$ cat src/rtl/rqc_pkg.sv
// Constants and types for the receive queue command block
// Behaviour
// - Status bit 12 flags an interrupt caused by queue dwell time over threshold.
// - Status bit 11 flags an interrupt caused by buffered bytes over threshold.
// - Status bit 10 flags an interrupt caused by buffered frames over threshold.
// - Threshold status bits refresh when the host writes one to interrupt bit 13.
// - Bit 9 adds two pad bytes ahead of each frame; resets to zero.
// - Enable bit 7 raises the receive interrupt on dwell time over threshold.
// - Enable bit 6 raises the receive interrupt on byte count over threshold.
// - Enable bit 5 raises the receive interrupt on frame count over threshold.
// - Bit 4 advances the read pointer after the host fully reads a frame.
// - Bit 3 steers strobed accesses, except those to this register, to the queues, ignoring address and byte enables.
// - While bit 3 is set, all other registers are blocked.
// - Writing one to bit 0 frees the errored frame; clears itself when freed.
package rqc_pkg;
   localparam int          ADDR_W        = 11;
   localparam int          DATA_W        = 16;
   localparam logic [10:0] CMD_OFFSET    = 11'h182;
   localparam logic [15:0] CMD_RESET     = 16'h0000;
   localparam int          BIT_DUR_HIT   = 12;
   localparam int          BIT_BC_HIT    = 11;
   localparam int          BIT_FC_HIT    = 10;
   localparam int          BIT_IP_PAD    = 9;
   localparam int          BIT_DUR_EN    = 7;
   localparam int          BIT_BC_EN     = 6;
   localparam int          BIT_FC_EN     = 5;
   localparam int          BIT_AUTO_DQ   = 4;
   localparam int          BIT_DMA       = 3;
   localparam int          BIT_REL       = 0;
   localparam int          THR_DUR       = 2;
   localparam int          THR_BC        = 1;
   localparam int          THR_FC        = 0;
   localparam int          SYNC_STAGES   = 2;

   typedef enum logic [1:0] {
      SRC_CMD,
      SRC_RXQ,
      SRC_REG
   } rqc_src_t;
endpackage : rqc_pkg

$ cat src/rtl/rqc_thr_if.sv
// Threshold counts in and hit flags out between command block and threshold unit
interface rqc_thr_if #(parameter int CNT_W = 16);
   logic [CNT_W-1:0] frame_count;
   logic [CNT_W-1:0] byte_count;
   logic [CNT_W-1:0] dur_thr;
   logic [CNT_W-1:0] bc_thr;
   logic [CNT_W-1:0] fc_thr;
   logic [2:0]       hit;
   modport ctl (output frame_count, byte_count, dur_thr, bc_thr, fc_thr, input hit);
   modport thr (input frame_count, byte_count, dur_thr, bc_thr, fc_thr, output hit);
endinterface : rqc_thr_if

$ cat src/rtl/rqc_thr.sv
// Receive threshold evaluation: dwell timer and three compare flags
module rqc_thr #(
   parameter int CNT_W = 16
) (
   input  wire logic core_clk_in,   // Core clock
   input  wire logic reset_n_in,    // Synchronous reset, low
   input  wire logic ce_in,         // Clock enable
   rqc_thr_if.thr    tb             // Counts in, hits out
);
   logic [CNT_W-1:0] dwell_r;
   logic             queue_busy;

   function automatic logic exceeds(input logic [CNT_W-1:0] cnt,
                                    input logic [CNT_W-1:0] thr);
      exceeds = cnt > thr;
   endfunction : exceeds

   assign queue_busy = tb.frame_count != '0;

   // Dwell counts clock cycles from first queued frame; saturates rather than wraps
   always_ff @(posedge core_clk_in) begin
      if (!reset_n_in) begin
         dwell_r <= '0;
      end else if (ce_in) begin
         if (!queue_busy) begin
            dwell_r <= '0;
         end else if (dwell_r != '1) begin
            dwell_r <= dwell_r + 1'b1;
         end
      end
   end

   always_ff @(posedge core_clk_in) begin
      if (!reset_n_in) begin
         tb.hit <= 3'h0;
      end else if (ce_in) begin
         tb.hit[rqc_pkg::THR_DUR] <= queue_busy && exceeds(dwell_r, tb.dur_thr);
         tb.hit[rqc_pkg::THR_BC]  <= exceeds(tb.byte_count, tb.bc_thr);
         tb.hit[rqc_pkg::THR_FC]  <= exceeds(tb.frame_count, tb.fc_thr);
      end
   end
endmodule : rqc_thr

$ cat src/rtl/rqc_cmd.sv
// Receive queue command register with host strobe decode and queue steering
module rqc_cmd #(
   parameter int CNT_W = 16
) (
   input  wire logic                      core_clk_in,                      // Core clock
   input  wire logic                      reset_n_in,                       // Sync reset, low
   input  wire logic                      ce_in,                            // Clock enable
   input  wire logic                      host_address_enable_strobe_n_in,  // Address strobe
   input  wire logic                      host_read_strobe_n_in,            // Read strobe
   input  wire logic                      host_write_strobe_n_in,           // Write strobe
   input  wire logic [rqc_pkg::ADDR_W-1:0] host_addr_in,                    // Byte address
   input  wire logic [1:0]                host_byte_en_n_in,                // Byte enables
   input  wire logic [rqc_pkg::DATA_W-1:0] host_data_in,                    // Write data
   input  wire logic [CNT_W-1:0]          rx_frame_count_in,                // Queued frames
   input  wire logic [CNT_W-1:0]          rx_byte_count_in,                 // Queued bytes
   input  wire logic [CNT_W-1:0]          duration_threshold_value_in,      // Dwell limit
   input  wire logic [CNT_W-1:0]          byte_count_threshold_value_in,    // Byte limit
   input  wire logic [CNT_W-1:0]          frame_count_threshold_value_in,   // Frame limit
   input  wire logic                      isr_refresh_in,                   // Bit 13 write
   input  wire logic                      frame_read_done_in,               // Frame drained
   input  wire logic                      release_done_in,                  // Frame freed
   input  wire logic [rqc_pkg::DATA_W-1:0] rxq_read_data_in,                // Queue data
   input  wire logic [rqc_pkg::DATA_W-1:0] reg_read_data_in,                // Register data
   output logic [rqc_pkg::DATA_W-1:0]     host_data_out,                    // Read data
   output logic                           host_data_oe_out,                 // Bus drive
   output logic                           ip_align_pad_enable_out,          // Two-byte pad
   output logic                           dma_active_out,                   // Window open
   output logic                           rx_irq_out,                       // Rx interrupt
   output logic                           dequeue_pulse_out,                // Next frame
   output logic                           release_pulse_out,                // Free frame
   output logic                           rxq_read_pulse_out,               // Queue read
   output logic                           txq_write_pulse_out,              // Queue write
   output logic [rqc_pkg::DATA_W-1:0]     txq_write_data_out,               // Queue data
   output logic                           reg_read_pulse_out,               // Reg read
   output logic                           reg_write_pulse_out,              // Reg write
   output logic [rqc_pkg::ADDR_W-1:0]     reg_addr_out,                     // Reg address
   output logic [rqc_pkg::DATA_W-1:0]     reg_write_data_out,               // Reg data
   output logic [1:0]                     reg_byte_en_n_out                 // Reg enables
);
   logic                         aen_s1, aen_s2;
   logic                         rd_s1, rd_s2, rd_s3;
   logic                         wr_s1, wr_s2, wr_s3;
   logic [rqc_pkg::ADDR_W-1:0]   addr_s1, addr_s2, addr_q;
   logic [1:0]                   be_s1, be_s2, be_q;
   logic [rqc_pkg::DATA_W-1:0]   dat_s1, dat_s2, dat_q;
   logic                         rd_start, wr_done, cmd_hit;
   logic                         wr_lo, wr_hi, rel_set;
   logic [2:0]                   thr_en_r;
   logic [2:0]                   stat_r;
   logic                         auto_dq_r;
   logic                         rel_r;
   logic                         rd_pend_r;
   rqc_pkg::rqc_src_t            rd_src_r;
   logic [rqc_pkg::DATA_W-1:0]   cmd_value;

   rqc_thr_if #(.CNT_W(CNT_W)) thr_bus ();

   assign thr_bus.frame_count = rx_frame_count_in;
   assign thr_bus.byte_count  = rx_byte_count_in;
   assign thr_bus.dur_thr     = duration_threshold_value_in;
   assign thr_bus.bc_thr      = byte_count_threshold_value_in;
   assign thr_bus.fc_thr      = frame_count_threshold_value_in;

   rqc_thr #(.CNT_W(CNT_W)) u_thr (
      .core_clk_in (core_clk_in),
      .reset_n_in  (reset_n_in),
      .ce_in       (ce_in),
      .tb          (thr_bus.thr)
   );

   // Host pins are asynchronous to the core clock
   always_ff @(posedge core_clk_in) begin
      if (!reset_n_in) begin
         aen_s1  <= 1'b1;
         aen_s2  <= 1'b1;
         rd_s1   <= 1'b1;
         rd_s2   <= 1'b1;
         rd_s3   <= 1'b1;
         wr_s1   <= 1'b1;
         wr_s2   <= 1'b1;
         wr_s3   <= 1'b1;
         addr_s1 <= '0;
         addr_s2 <= '0;
         be_s1   <= 2'h3;
         be_s2   <= 2'h3;
         dat_s1  <= '0;
         dat_s2  <= '0;
      end else if (ce_in) begin
         aen_s1  <= host_address_enable_strobe_n_in;
         aen_s2  <= aen_s1;
         rd_s1   <= host_read_strobe_n_in;
         rd_s2   <= rd_s1;
         rd_s3   <= rd_s2;
         wr_s1   <= host_write_strobe_n_in;
         wr_s2   <= wr_s1;
         wr_s3   <= wr_s2;
         addr_s1 <= host_addr_in;
         addr_s2 <= addr_s1;
         be_s1   <= host_byte_en_n_in;
         be_s2   <= be_s1;
         dat_s1  <= host_data_in;
         dat_s2  <= dat_s1;
      end
   end

   // One more stage so write data is taken from while the strobe was still low
   always_ff @(posedge core_clk_in) begin
      if (!reset_n_in) begin
         addr_q <= '0;
         be_q   <= 2'h3;
         dat_q  <= '0;
      end else if (ce_in) begin
         addr_q <= addr_s2;
         be_q   <= be_s2;
         dat_q  <= dat_s2;
      end
   end

   assign rd_start = !aen_s2 && !rd_s2 && rd_s3;
   assign wr_done  = !aen_s2 && wr_s2 && !wr_s3;
   // Low address bit dropped: either byte of the word selects the register
   assign cmd_hit  = addr_q[rqc_pkg::ADDR_W-1:1] == rqc_pkg::CMD_OFFSET[rqc_pkg::ADDR_W-1:1];
   assign wr_lo    = wr_done && cmd_hit && !be_q[0];
   assign wr_hi    = wr_done && cmd_hit && !be_q[1];
   assign rel_set  = wr_lo && dat_q[rqc_pkg::BIT_REL];

   // Threshold enables and auto dequeue; status and reserved bits have no write path
   always_ff @(posedge core_clk_in) begin
      if (!reset_n_in) begin
         thr_en_r  <= rqc_pkg::CMD_RESET[rqc_pkg::BIT_DUR_EN:rqc_pkg::BIT_FC_EN];
         auto_dq_r <= rqc_pkg::CMD_RESET[rqc_pkg::BIT_AUTO_DQ];
      end else if (ce_in && wr_lo) begin
         thr_en_r  <= dat_q[rqc_pkg::BIT_DUR_EN:rqc_pkg::BIT_FC_EN];
         auto_dq_r <= dat_q[rqc_pkg::BIT_AUTO_DQ];
      end
   end

   always_ff @(posedge core_clk_in) begin
      if (!reset_n_in) begin
         ip_align_pad_enable_out <= rqc_pkg::CMD_RESET[rqc_pkg::BIT_IP_PAD];
      end else if (ce_in && wr_hi) begin
         ip_align_pad_enable_out <= dat_q[rqc_pkg::BIT_IP_PAD];
      end
   end

   always_ff @(posedge core_clk_in) begin
      if (!reset_n_in) begin
         dma_active_out <= rqc_pkg::CMD_RESET[rqc_pkg::BIT_DMA];
      end else if (ce_in && wr_lo) begin
         dma_active_out <= dat_q[rqc_pkg::BIT_DMA];
      end
   end

   // Setting wins over a release completing in the same cycle
   always_ff @(posedge core_clk_in) begin
      if (!reset_n_in) begin
         rel_r             <= rqc_pkg::CMD_RESET[rqc_pkg::BIT_REL];
         release_pulse_out <= 1'b0;
      end else if (ce_in) begin
         release_pulse_out <= rel_set;
         if (rel_set) begin
            rel_r <= 1'b1;
         end else if (release_done_in) begin
            rel_r <= 1'b0;
         end
      end
   end

   // Cause flags are snapshots; they hold until the next refresh
   always_ff @(posedge core_clk_in) begin
      if (!reset_n_in) begin
         stat_r <= 3'h0;
      end else if (ce_in && isr_refresh_in) begin
         stat_r <= thr_en_r & thr_bus.hit;
      end
   end

   always_ff @(posedge core_clk_in) begin
      if (!reset_n_in) begin
         rx_irq_out <= 1'b0;
      end else if (ce_in) begin
         rx_irq_out <= |(thr_en_r & thr_bus.hit);
      end
   end

   always_ff @(posedge core_clk_in) begin
      if (!reset_n_in) begin
         dequeue_pulse_out <= 1'b0;
      end else if (ce_in) begin
         dequeue_pulse_out <= auto_dq_r && frame_read_done_in;
      end
   end

   // Write steering: command register always, else queue in the window, else registers
   always_ff @(posedge core_clk_in) begin
      if (!reset_n_in) begin
         txq_write_pulse_out <= 1'b0;
         txq_write_data_out  <= '0;
         reg_write_pulse_out <= 1'b0;
         reg_write_data_out  <= '0;
         reg_byte_en_n_out   <= 2'h3;
      end else if (ce_in) begin
         txq_write_pulse_out <= wr_done && !cmd_hit && dma_active_out;
         reg_write_pulse_out <= wr_done && !cmd_hit && !dma_active_out;
         if (wr_done && !cmd_hit) begin
            txq_write_data_out <= dat_q;
            reg_write_data_out <= dat_q;
            reg_byte_en_n_out  <= be_q;
         end
      end
   end

   always_ff @(posedge core_clk_in) begin
      if (!reset_n_in) begin
         reg_addr_out <= '0;
      end else if (ce_in && (rd_start || wr_done) && !cmd_hit && !dma_active_out) begin
         reg_addr_out <= addr_q;
      end
   end

   // Read request cycle picks the source; data follows one cycle later
   always_ff @(posedge core_clk_in) begin
      if (!reset_n_in) begin
         rd_pend_r          <= 1'b0;
         rd_src_r           <= rqc_pkg::SRC_CMD;
         rxq_read_pulse_out <= 1'b0;
         reg_read_pulse_out <= 1'b0;
      end else if (ce_in) begin
         rd_pend_r          <= rd_start;
         rxq_read_pulse_out <= rd_start && !cmd_hit && dma_active_out;
         reg_read_pulse_out <= rd_start && !cmd_hit && !dma_active_out;
         if (rd_start) begin
            case (1'b1)
               cmd_hit:        rd_src_r <= rqc_pkg::SRC_CMD;
               dma_active_out: rd_src_r <= rqc_pkg::SRC_RXQ;
               default:        rd_src_r <= rqc_pkg::SRC_REG;
            endcase
         end
      end
   end

   // DMA bit 3 is write-only and reads back zero like the reserved bits
   assign cmd_value = {3'h0, stat_r, ip_align_pad_enable_out, 1'b0, thr_en_r,
                       auto_dq_r, 3'h0, rel_r};

   always_ff @(posedge core_clk_in) begin
      if (!reset_n_in) begin
         host_data_out <= '0;
      end else if (ce_in && rd_pend_r) begin
         case (rd_src_r)
            rqc_pkg::SRC_CMD: host_data_out <= cmd_value;
            rqc_pkg::SRC_RXQ: host_data_out <= rxq_read_data_in;
            rqc_pkg::SRC_REG: host_data_out <= reg_read_data_in;
            default:          host_data_out <= '0;
         endcase
      end
   end

   always_ff @(posedge core_clk_in) begin
      if (!reset_n_in) begin
         host_data_oe_out <= 1'b0;
      end else if (ce_in) begin
         host_data_oe_out <= !aen_s2 && !rd_s2;
      end
   end
endmodule : rqc_cmd

$ cat config.mk
export PLATFORM = sky130hd
export DESIGN_NAME = rqc_cmd
export DESIGN_NICKNAME = d
export VERILOG_FILES = /design/src/rtl/rqc_pkg.sv /design/src/rtl/rqc_thr_if.sv /design/src/rtl/rqc_thr.sv /design/src/rtl/rqc_cmd.sv
export SDC_FILE = /design/constraint.sdc
export NUM_CORES = 1
export LEC_CHECK = 0
export BUFFER_PORTS_ARGS = -buffer_cell sky130_fd_sc_hd__buf_2
export CELL_PAD_IN_SITES_DETAIL_PLACEMENT = 0
export CELL_PAD_IN_SITES_GLOBAL_PLACEMENT = 1
export CORE_ASPECT_RATIO = 1.5
export CORE_MARGIN = 1.5
export CORE_UTILIZATION = 40
export DETAILED_ROUTE_END_ITERATION = 10
export HOLD_SLACK_MARGIN = 0.1
export PLACE_DENSITY_LB_ADDON = 0.25
export SLEW_MARGIN = 20
export SYNTH_ARGS = -nofsm -noshare
export SYNTH_HDL_FRONTEND = slang
export SYNTH_HIERARCHICAL = 1
export SYNTH_SLANG_ARGS = --single-unit
$ cat constraint.sdc
create_clock -name core_clk_in -period 2.4 [get_ports core_clk_in]
set_input_delay 0.48 -clock core_clk_in [delete_from_list [all_inputs] [get_ports core_clk_in]]
set_output_delay 0.48 -clock core_clk_in [all_outputs]
set_load 0.01 [all_outputs]
==> results of run 1 <==
## cell usage after synthesis, types with 5 or more instances
master,count
mux2i_1,124
a221oi_1,7
xnor2_1,5
o211a_1,9
nand2_1,102
or3_1,6
a21boi_0,11
nor3b_1,7
nand3_1,39
buf_4,18
buf_2,12
o211ai_1,10
o21ai_0,27
nor2b_1,93
ha_1,49
inv_1,52
a21o_1,8
a21oi_1,26
and4_1,5
dfxtp_1,180
nor2_1,17
clkbuf_1,34
nand4_1,17
## routing by layer
layer	vias to the layer above	track usage [%]	routed length (um)
li1	3572	-	-
met1	3133	20.10	8105
met2	152	32.71	10390
met3	23	4.664	1035
met4	2	5.425	315
met5	-	0	13
## kinds of logic after synthesis
logic type	count (synthesis)	share of synthesized area, %
XOR/XNOR	6	0.6073
buffers and inverters	119	6.290
AO/OA/AOI/OAI	126	10.06
multiplexers	124	14.34
flip-flops	180	41.64
adder cells (fa/ha/maj)	49	7.085
AND/OR/NAND/NOR	314	19.97
## state kept, by name, summed over array words and instances (netlist names), 3 cells and up
signal / flops
reg_addr_out: 11
addr_s2: 11
dat_s1: 16
dat_q: 16
addr_s1: 11
host_data_out: 16
stat_r: 3
thr_en_r: 3
reg_write_data_out: 16
dat_s2: 16
u_thr/dwell_r: 16
addr_q: 11
u_thr/tb.hit: 3
## per-stage QoR
| step | util, % | total power [W] |
|---|---|---|
| after global routing | 49.84 | 0.006746 |
| after global placement | 46.98 | 0.003721 |
| after CTS | 49.84 | 0.006558 |
| after floorplan | - | 0.003495 |
| after detailed placement | 46.98 | 0.003726 |
| final | 49.84 | 0.006478 |
## power groups by stage
stage          Combinational, W  Sequential [W]  Clock (W)
6_report               0.000555         0.00309    0.00283
5_1_grt                0.000629         0.00310    0.00302
4_1_cts                0.000566         0.00309    0.00290
3_5_place_dp           0.000562         0.00316          0
3_3_place_gp           0.000559         0.00316          0
2_1_floorplan          0.000345         0.00315          0
## placed cells by master (no fill, tap or decap), types with 8 or more instances in the layout
master and count:
a21o_1 8, nand3_1 39, clkbuf_16 17, nand2_1 102, nor2b_1 93, mux2i_1 124
ha_1 49, inv_1 52, a21boi_0 11, buf_2 218, a21oi_1 26, dfxtp_1 180
nor2_1 17, buf_4 16, nand4_1 17, o211ai_1 10, o211a_1 9, o21ai_0 27
## worst min-delay path, stage by stage
cell and delay (ps):
buf_2 70, mux2i_1 50, nand2_1 60
## worst paths after layout
check | end | depth (start not counted) | slack [ps]
worst max-delay path | u_thr/dwell_r[13]$_SDFFE_PN0P_ | 5 | 370
worst min register to register | reg_addr_out[0]$_SDFFE_PN0P_ | 2 | 460
worst min-delay path | aen_s1$_SDFFE_PN1P_ | 3 | 270
worst max register to register | u_thr/dwell_r[13]$_SDFFE_PN0P_ | 5 | 370
## final cells by class
| cell class | instances | area, um2 |
|---|---|---|
| fill | 2097 | 10610 |
| sequential | 180 | 3603 |
| clock inverter | 14 | 166.4 |
| inverter | 52 | 195.2 |
| clock buffer | 18 | 439.2 |
| multi-input combinational | 619 | 4506 |
| timing repair buffer | 239 | 1294 |
| tap | 268 | 335.3 |
==> results.json, run 1 <==
{
  "swShare_pct": 23.96,
  "viasPerCell": 4.951,
  "grt_max_degree": 106,
  "diodes": 0,
  "post_drt_wl_per_cell_um": 14.29,
  "antenna_found_initial": 1,
  "fin_area_um2": 10540,
  "placed_area_um2": 9933,
  "cp.arrival_ps": 2360,
  "pin_count": 221,
  "rsz0062_at_grt": "no",
  "status": "completed",
  "grt_overflow": 0,
  "grt_util_all_layers_pct": 17.93,
  "period_needed_ps": 2034,
  "io_buffers": 220,
  "synth-edff-count": 0,
  "cp_num_buf_inv": 0,
  "synth_warnings": 6,
  "place_congestion": 0.7798,
  "fp.dieH_um": 183.1,
  "clockBufferDepth": 2,
  "synth_area_um2": 8653,
  "tns_ps": 0,
  "cp.required_ps": 2720,
  "antenna_left": 0,
  "critPathLaunch": "u_thr/dwell_r[3]$_SDFFE_PN0P_",
  "vdd_drop_max_mv": 0.5048,
  "rr_startpoint": "u_thr/dwell_r[3]$_SDFFE_PN0P_",
  "post_cts_buffers": 0,
  "p_switching_w": 0.001552,
  "tritoncts": "yes",
  "grt_pass1_wl_um": 31710,
  "drc": 0,
  "cts_root_buffer": "clkbuf_16",
  "hpwl_um": 15130,
  "crit_chain": "and4_1, nand4_4, o31ai_4, nor4_1, o21a_1",
  "tightest_slew_ps": 718.2,
  "wirelength_um": 19860,
  "final_nets": 1308,
  "fin_hold_ws_ps": 265.6,
  "fin_skew_ps": 8.300,
  "worstPathMaxFanout": 19,
  "syn_inst": 918,
  "clkPwrFrac_pct": 43.7,
  "async_flop_share_pct": 0,
  "p_leak_nw": 4.975,
  "syn_nets": 1117,
  "hold_class": "input port to register",
  "placed_cells": 1358,
  "crit_type": "register to register",
  "synth_top_area_share_pct": 41.64,
  "synthFlopType": "dfxtp_1",
  "final-setup-viol-count": 0,
  "die_w_um": 123.1,
  "cts_sinks": 180,
  "synth_top_area_cell": "dfxtp_1",
  "cts_hold_buf": 0,
  "timing_hold_violations_final": 0,
  "syn_avg_cell_area_um2": 9.426,
  "p_int_w": 0.004925,
  "hold_start": "host_address_enable_strobe_n_in",
  "setup_ws_ps": 366.0,
  "place_ws_ps": 191.6,
  "cts_made_buffers": 17,
  "synth_seq_cells": 180,
  "stdcell_count": 1390,
  "p_comb_share_pct": 8.6,
  "fin_crit_sh_pct": 84.75,
  "power.density_nw_per_um2": 614.6,
  "crit_path_start_kind": "register",
  "yosysUniqueCellTypes": 55,
  "fmax_mhz": 491.6,
  "cts_resized": 0,
  "max_slew_margin_pct": 52.12,
  "drt_iter0_drc": 256,
  "seq_power_share_pct": 47.8,
  "cp_slowest_cell": "o31ai_4",
  "cap_violations": 0,
  "slew_violations": 0,
  "grt_pass1_vias": 6523,
  "num_vias": 6882,
  "die_area_um2": 22540,
  "drtPass1Iterations": 4,
  "initial_core_util_pct": 40.92,
  "synth_area_leaders": "dfxtp_1 42%, mux2i_1 14%, ha_1 7.1%, nor2b_1 6.7%, nand2_1 4.4%",
  "row_count": 65,
  "cts.clk_slew.worst_paths_ps": 70,
  "worstSkewPairLatency_ps": 430,
  "h-tree-depth": 4,
  "area_growth_pct": 21.79,
  "drive_gt1_share_pct": 25.31,
  "cp-end-kind": "register",
  "max_stage_delay_ps": 630,
  "core_um2": 21150,
  "ys_seq_area_share_pct": 41.64,
  "crit_family": "compound AO/OA/AOI/OAI gates"
}
(Power assumes the default switching activity.)
==> run 2: changes to the inputs <==
ABC_AREA = 1   (was default)
CORE_UTILIZATION = 38   (was 40)
clock period = 2.1 ns   (was 2.4 ns; I/O delays follow)
==> run 2 against run 1 <==
Clock skew up 3.3 ps. Combinational power up 37%. Worst setup slack worse by 27 ps. Register-to-register slack worse by 30 ps. Non-clock buffer count down 8. Hold slack worse by 62 ps. Sequential cell count unchanged. Routed wire length up 12%. Global-route usage up 1.2 points. Synthesized cell count up 36%. Clock-buffer cell count up 1. Critical endpoint is now u_thr/dwell_r[12]$_SDFFE_PN0P_. Largest power group unchanged.
==> results.json, run 2 <==
{
  "status": "completed",
  "grt_max_degree": 61,
  "synth_fa_ha_area_share_pct": 6.993,
  "period_needed_ps": 1761,
  "p_int_w": 0.005589,
  "crit_family": "simple AND/OR/NAND/NOR gates",
  "crit_chain": "ha_1, nand3_2, nor2_1, nand2_1, nand3b_1, nor3_1, nor2_1",
  "layout_common_cells": "263 x nor2_1, 242 x nand2_1, 218 x buf_2, 180 x dfxtp_1, 133 x inv_1",
  "syn_avg_cell_area_um2": 7.048,
  "final-setup-viol-count": 0,
  "worstPathMaxFanout": 4,
  "wl_met2_um": 11130,
  "initial_core_util_pct": 39.02,
  "synth-xor-area-share_pct": 0.4995,
  "synth_compound_area_share_pct": 12.63,
  "synth_area_leaders": "dfxtp_1 41%, nor2_1 11%, nand2_1 10%, ha_1 7.0%, o21ai_0 6.7%",
  "swShare_pct": 25.76,
  "grt_util_all_layers_pct": 19.09,
  "synth_top_family_by_area": "simple AND/OR/NAND/NOR gates",
  "die_area_um2": 24010,
  "fp.dieH_um": 189.0,
  "fin_crit_sh_pct": 83.86,
  "hold_class": "input port to register",
  "drt_iter0_drc": 319,
  "synth_top_area_share_pct": 41.10,
  "hpwl_um": 16520,
  "antenna_found_initial": 4,
  "grt_pass1_wl_um": 36900,
  "cap_violations": 0,
  "final_nets": 1624,
  "placed_area_um2": 9936,
  "placed_cells": 1682,
  "pin_count": 221,
  "cts.clk_slew.worst_paths_ps": 70,
  "stdcell_count": 1717,
  "cp_slowest_cell": "dfxtp_1",
  "async_flop_share_pct": 0,
  "clockBufferDepth": 2,
  "cts_root_buffer": "clkbuf_16",
  "drtPass1Iterations": 4,
  "top_layer": "met5",
  "rr_endpoint": "u_thr/dwell_r[12]$_SDFFE_PN0P_",
  "r2r_slack_ps": 340,
  "rr_startpoint": "u_thr/dwell_r[0]$_SDFFE_PN0P_",
  "synthMuxAreaShare_pct": 0,
  "rsz0062_at_grt": "no",
  "cp.required_ps": 2420,
  "crit_type": "register to register",
  "fin_skew_ps": 11.58,
  "synth_seq_cells": 180,
  "post_drt_wl_per_cell_um": 12.96,
  "synth_common_cells": "263 x nor2_1, 242 x nand2_1, 180 x dfxtp_1",
  "met1_length_um": 9561,
  "max_slew_margin_pct": 47.48,
  "timing_hold_violations_final": 0,
  "worstSkewPairLatency_ps": 430,
  "drive_gt1_share_pct": 21.00,
  "p_comb_share_pct": 10.1,
  "place_congestion": 0.7978,
  "row_count": 67,
  "slew_violations": 0,
  "critPathLaunch": "u_thr/dwell_r[0]$_SDFFE_PN0P_",
  "p_switching_w": 0.001939,
  "synth_warnings": 6,
  "critical_path.most_common_cell": "nor2_1",
  "drc": 0,
  "mostFrequentLayoutCell": "nor2_1",
  "cp_num_buf_inv": 0,
  "synthFlopType": "dfxtp_1",
  "seq_power_share_pct": 48.3,
  "clkPwrFrac_pct": 41.7,
  "cp-endpoint": "u_thr/dwell_r[12]$_SDFFE_PN0P_",
  "reg2regPathDepth": 7,
  "wirelength_um": 22250,
  "cts_resized": 0,
  "tritoncts": "yes",
  "fmax_mhz": 567.8,
  "cp-end-kind": "register",
  "p_leak_nw": 5.183,
  "area_growth_pct": 20.09,
  "yosysUniqueCellTypes": 37,
  "synth-edff-count": 0,
  "crit_path_start_kind": "register",
  "io_buffers": 220,
  "syn_inst": 1244,
  "syn_nets": 1443,
  "final_util_pct": 46.86,
  "grt_overflow": 0,
  "cts_hold_buf": 0,
  "num_vias": 8123,
  "synth_top_area_cell": "dfxtp_1",
  "tns_ps": 0,
  "vdd_drop_max_mv": 0.5481,
  "h-tree-depth": 4,
  "cp_num_cells": 7,
  "max_stage_delay_ps": 400,
  "synth_area_um2": 8767,
  "core_um2": 22470,
  "fin_area_um2": 10530,
  "antenna_left": 0,
  "die_w_um": 127.0,
  "cp.arrival_ps": 2080,
  "tightest_slew_ps": 787.0,
  "grt_pass1_vias": 7799,
  "power.density_nw_per_um2": 715.0,
  "post_cts_buffers": 0,
  "cts_sinks": 180,
  "ys_seq_area_share_pct": 41.10,
  "cts_made_buffers": 17,
  "wl_met3_um": 997,
  "yosysMostFrequentCell": "nor2_1",
  "p_total_w": 0.007528,
  "yosys.area_share.simple_pct": 27.96,
  "viasPerCell": 4.731
}
[run 2: cell count changes after synthesis, moves of 10 or more]
cell      delta
clkbuf_1    -10
a21boi_0    -10
mux2i_1    -124
nand2_1    +140
inv_1       +81
nor2b_1     -93
a21oi_1     +38
o21ai_0     +90
nor2_1     +246
[run 2: metrics by stage]
step	hold slack (ps)	setup slack, ps
2_1_floorplan	428.9	659.6
3_3_place_gp	444.5	338.2
3_5_place_dp	449.9	313.8
4_1_cts	189.1	362.4
5_1_grt	201.3	175.1
6_report	203.6	338.8
[run 2: how the worst min path moves through the flow]
stage	from	end	slack, ps	cells after the start
global placement	be_q[1]$_SDFFE_PN1P_	reg_byte_en_n_out[1]$_SDFFE_PN1P_	440	2
CTS	host_data_in[1]	dat_s1[1]$_SDFFE_PN0P_	190	3
floorplan	be_q[1]$_SDFFE_PN1P_	reg_byte_en_n_out[1]$_SDFFE_PN1P_	430	2
detailed placement	be_s1[1]$_SDFFE_PN1P_	be_s1[1]$_SDFFE_PN1P_	450	2
finish	host_data_in[1]	dat_s1[1]$_SDFFE_PN0P_	200	3
global route	host_addr_in[8]	addr_s1[8]$_SDFFE_PN0P_	200	3
[run 2: metal layers]
| metal | track usage (%) | vias to the layer above |
|---|---|---|
| li1 | - | 4297 |
| met5 | 0 | - |
| met1 | 21.77 | 3612 |
| met2 | 34.03 | 172 |
| met4 | 6.731 | 2 |
| met3 | 5.171 | 40 |
[run 2: cell families after synthesis]
group / Yosys count
compound gates: 207
xor+xnor: 5
simple gates: 593
fa+ha+maj: 49
buf+inv: 210
flops: 180
[run 2: power by group through the flow]
stage / clock [W] / sequential, W / combinational, W
floorplan: 0 / 0.00370 / 0.000481
global placement: 0 / 0.00371 / 0.000759
detailed placement: 0 / 0.00371 / 0.000765
CTS: 0.00323 / 0.00363 / 0.000771
global route: 0.00338 / 0.00365 / 0.000884
finish: 0.00314 / 0.00363 / 0.000758
[run 2: tightest hold or removal path: cells and delay by family]
family | cells | cell delay (ps)
buffers and inverters | 1 | 70
AND/OR/NAND/NOR | 2 | 110
[run 2: area by class of cell]
| class | instances | area, um2 |
|---|---|---|
| flip-flops and latches | 180 | 3603 |
| repair buffers | 231 | 1239 |
| clock inverters | 13 | 142.6 |
| clock buffers | 19 | 442.9 |
| inverters | 141 | 533.0 |
| well taps | 276 | 345.3 |
| diodes | 3 | 7.507 |
| multi-input cells | 854 | 4215 |
| fillers | 2390 | 11940 |
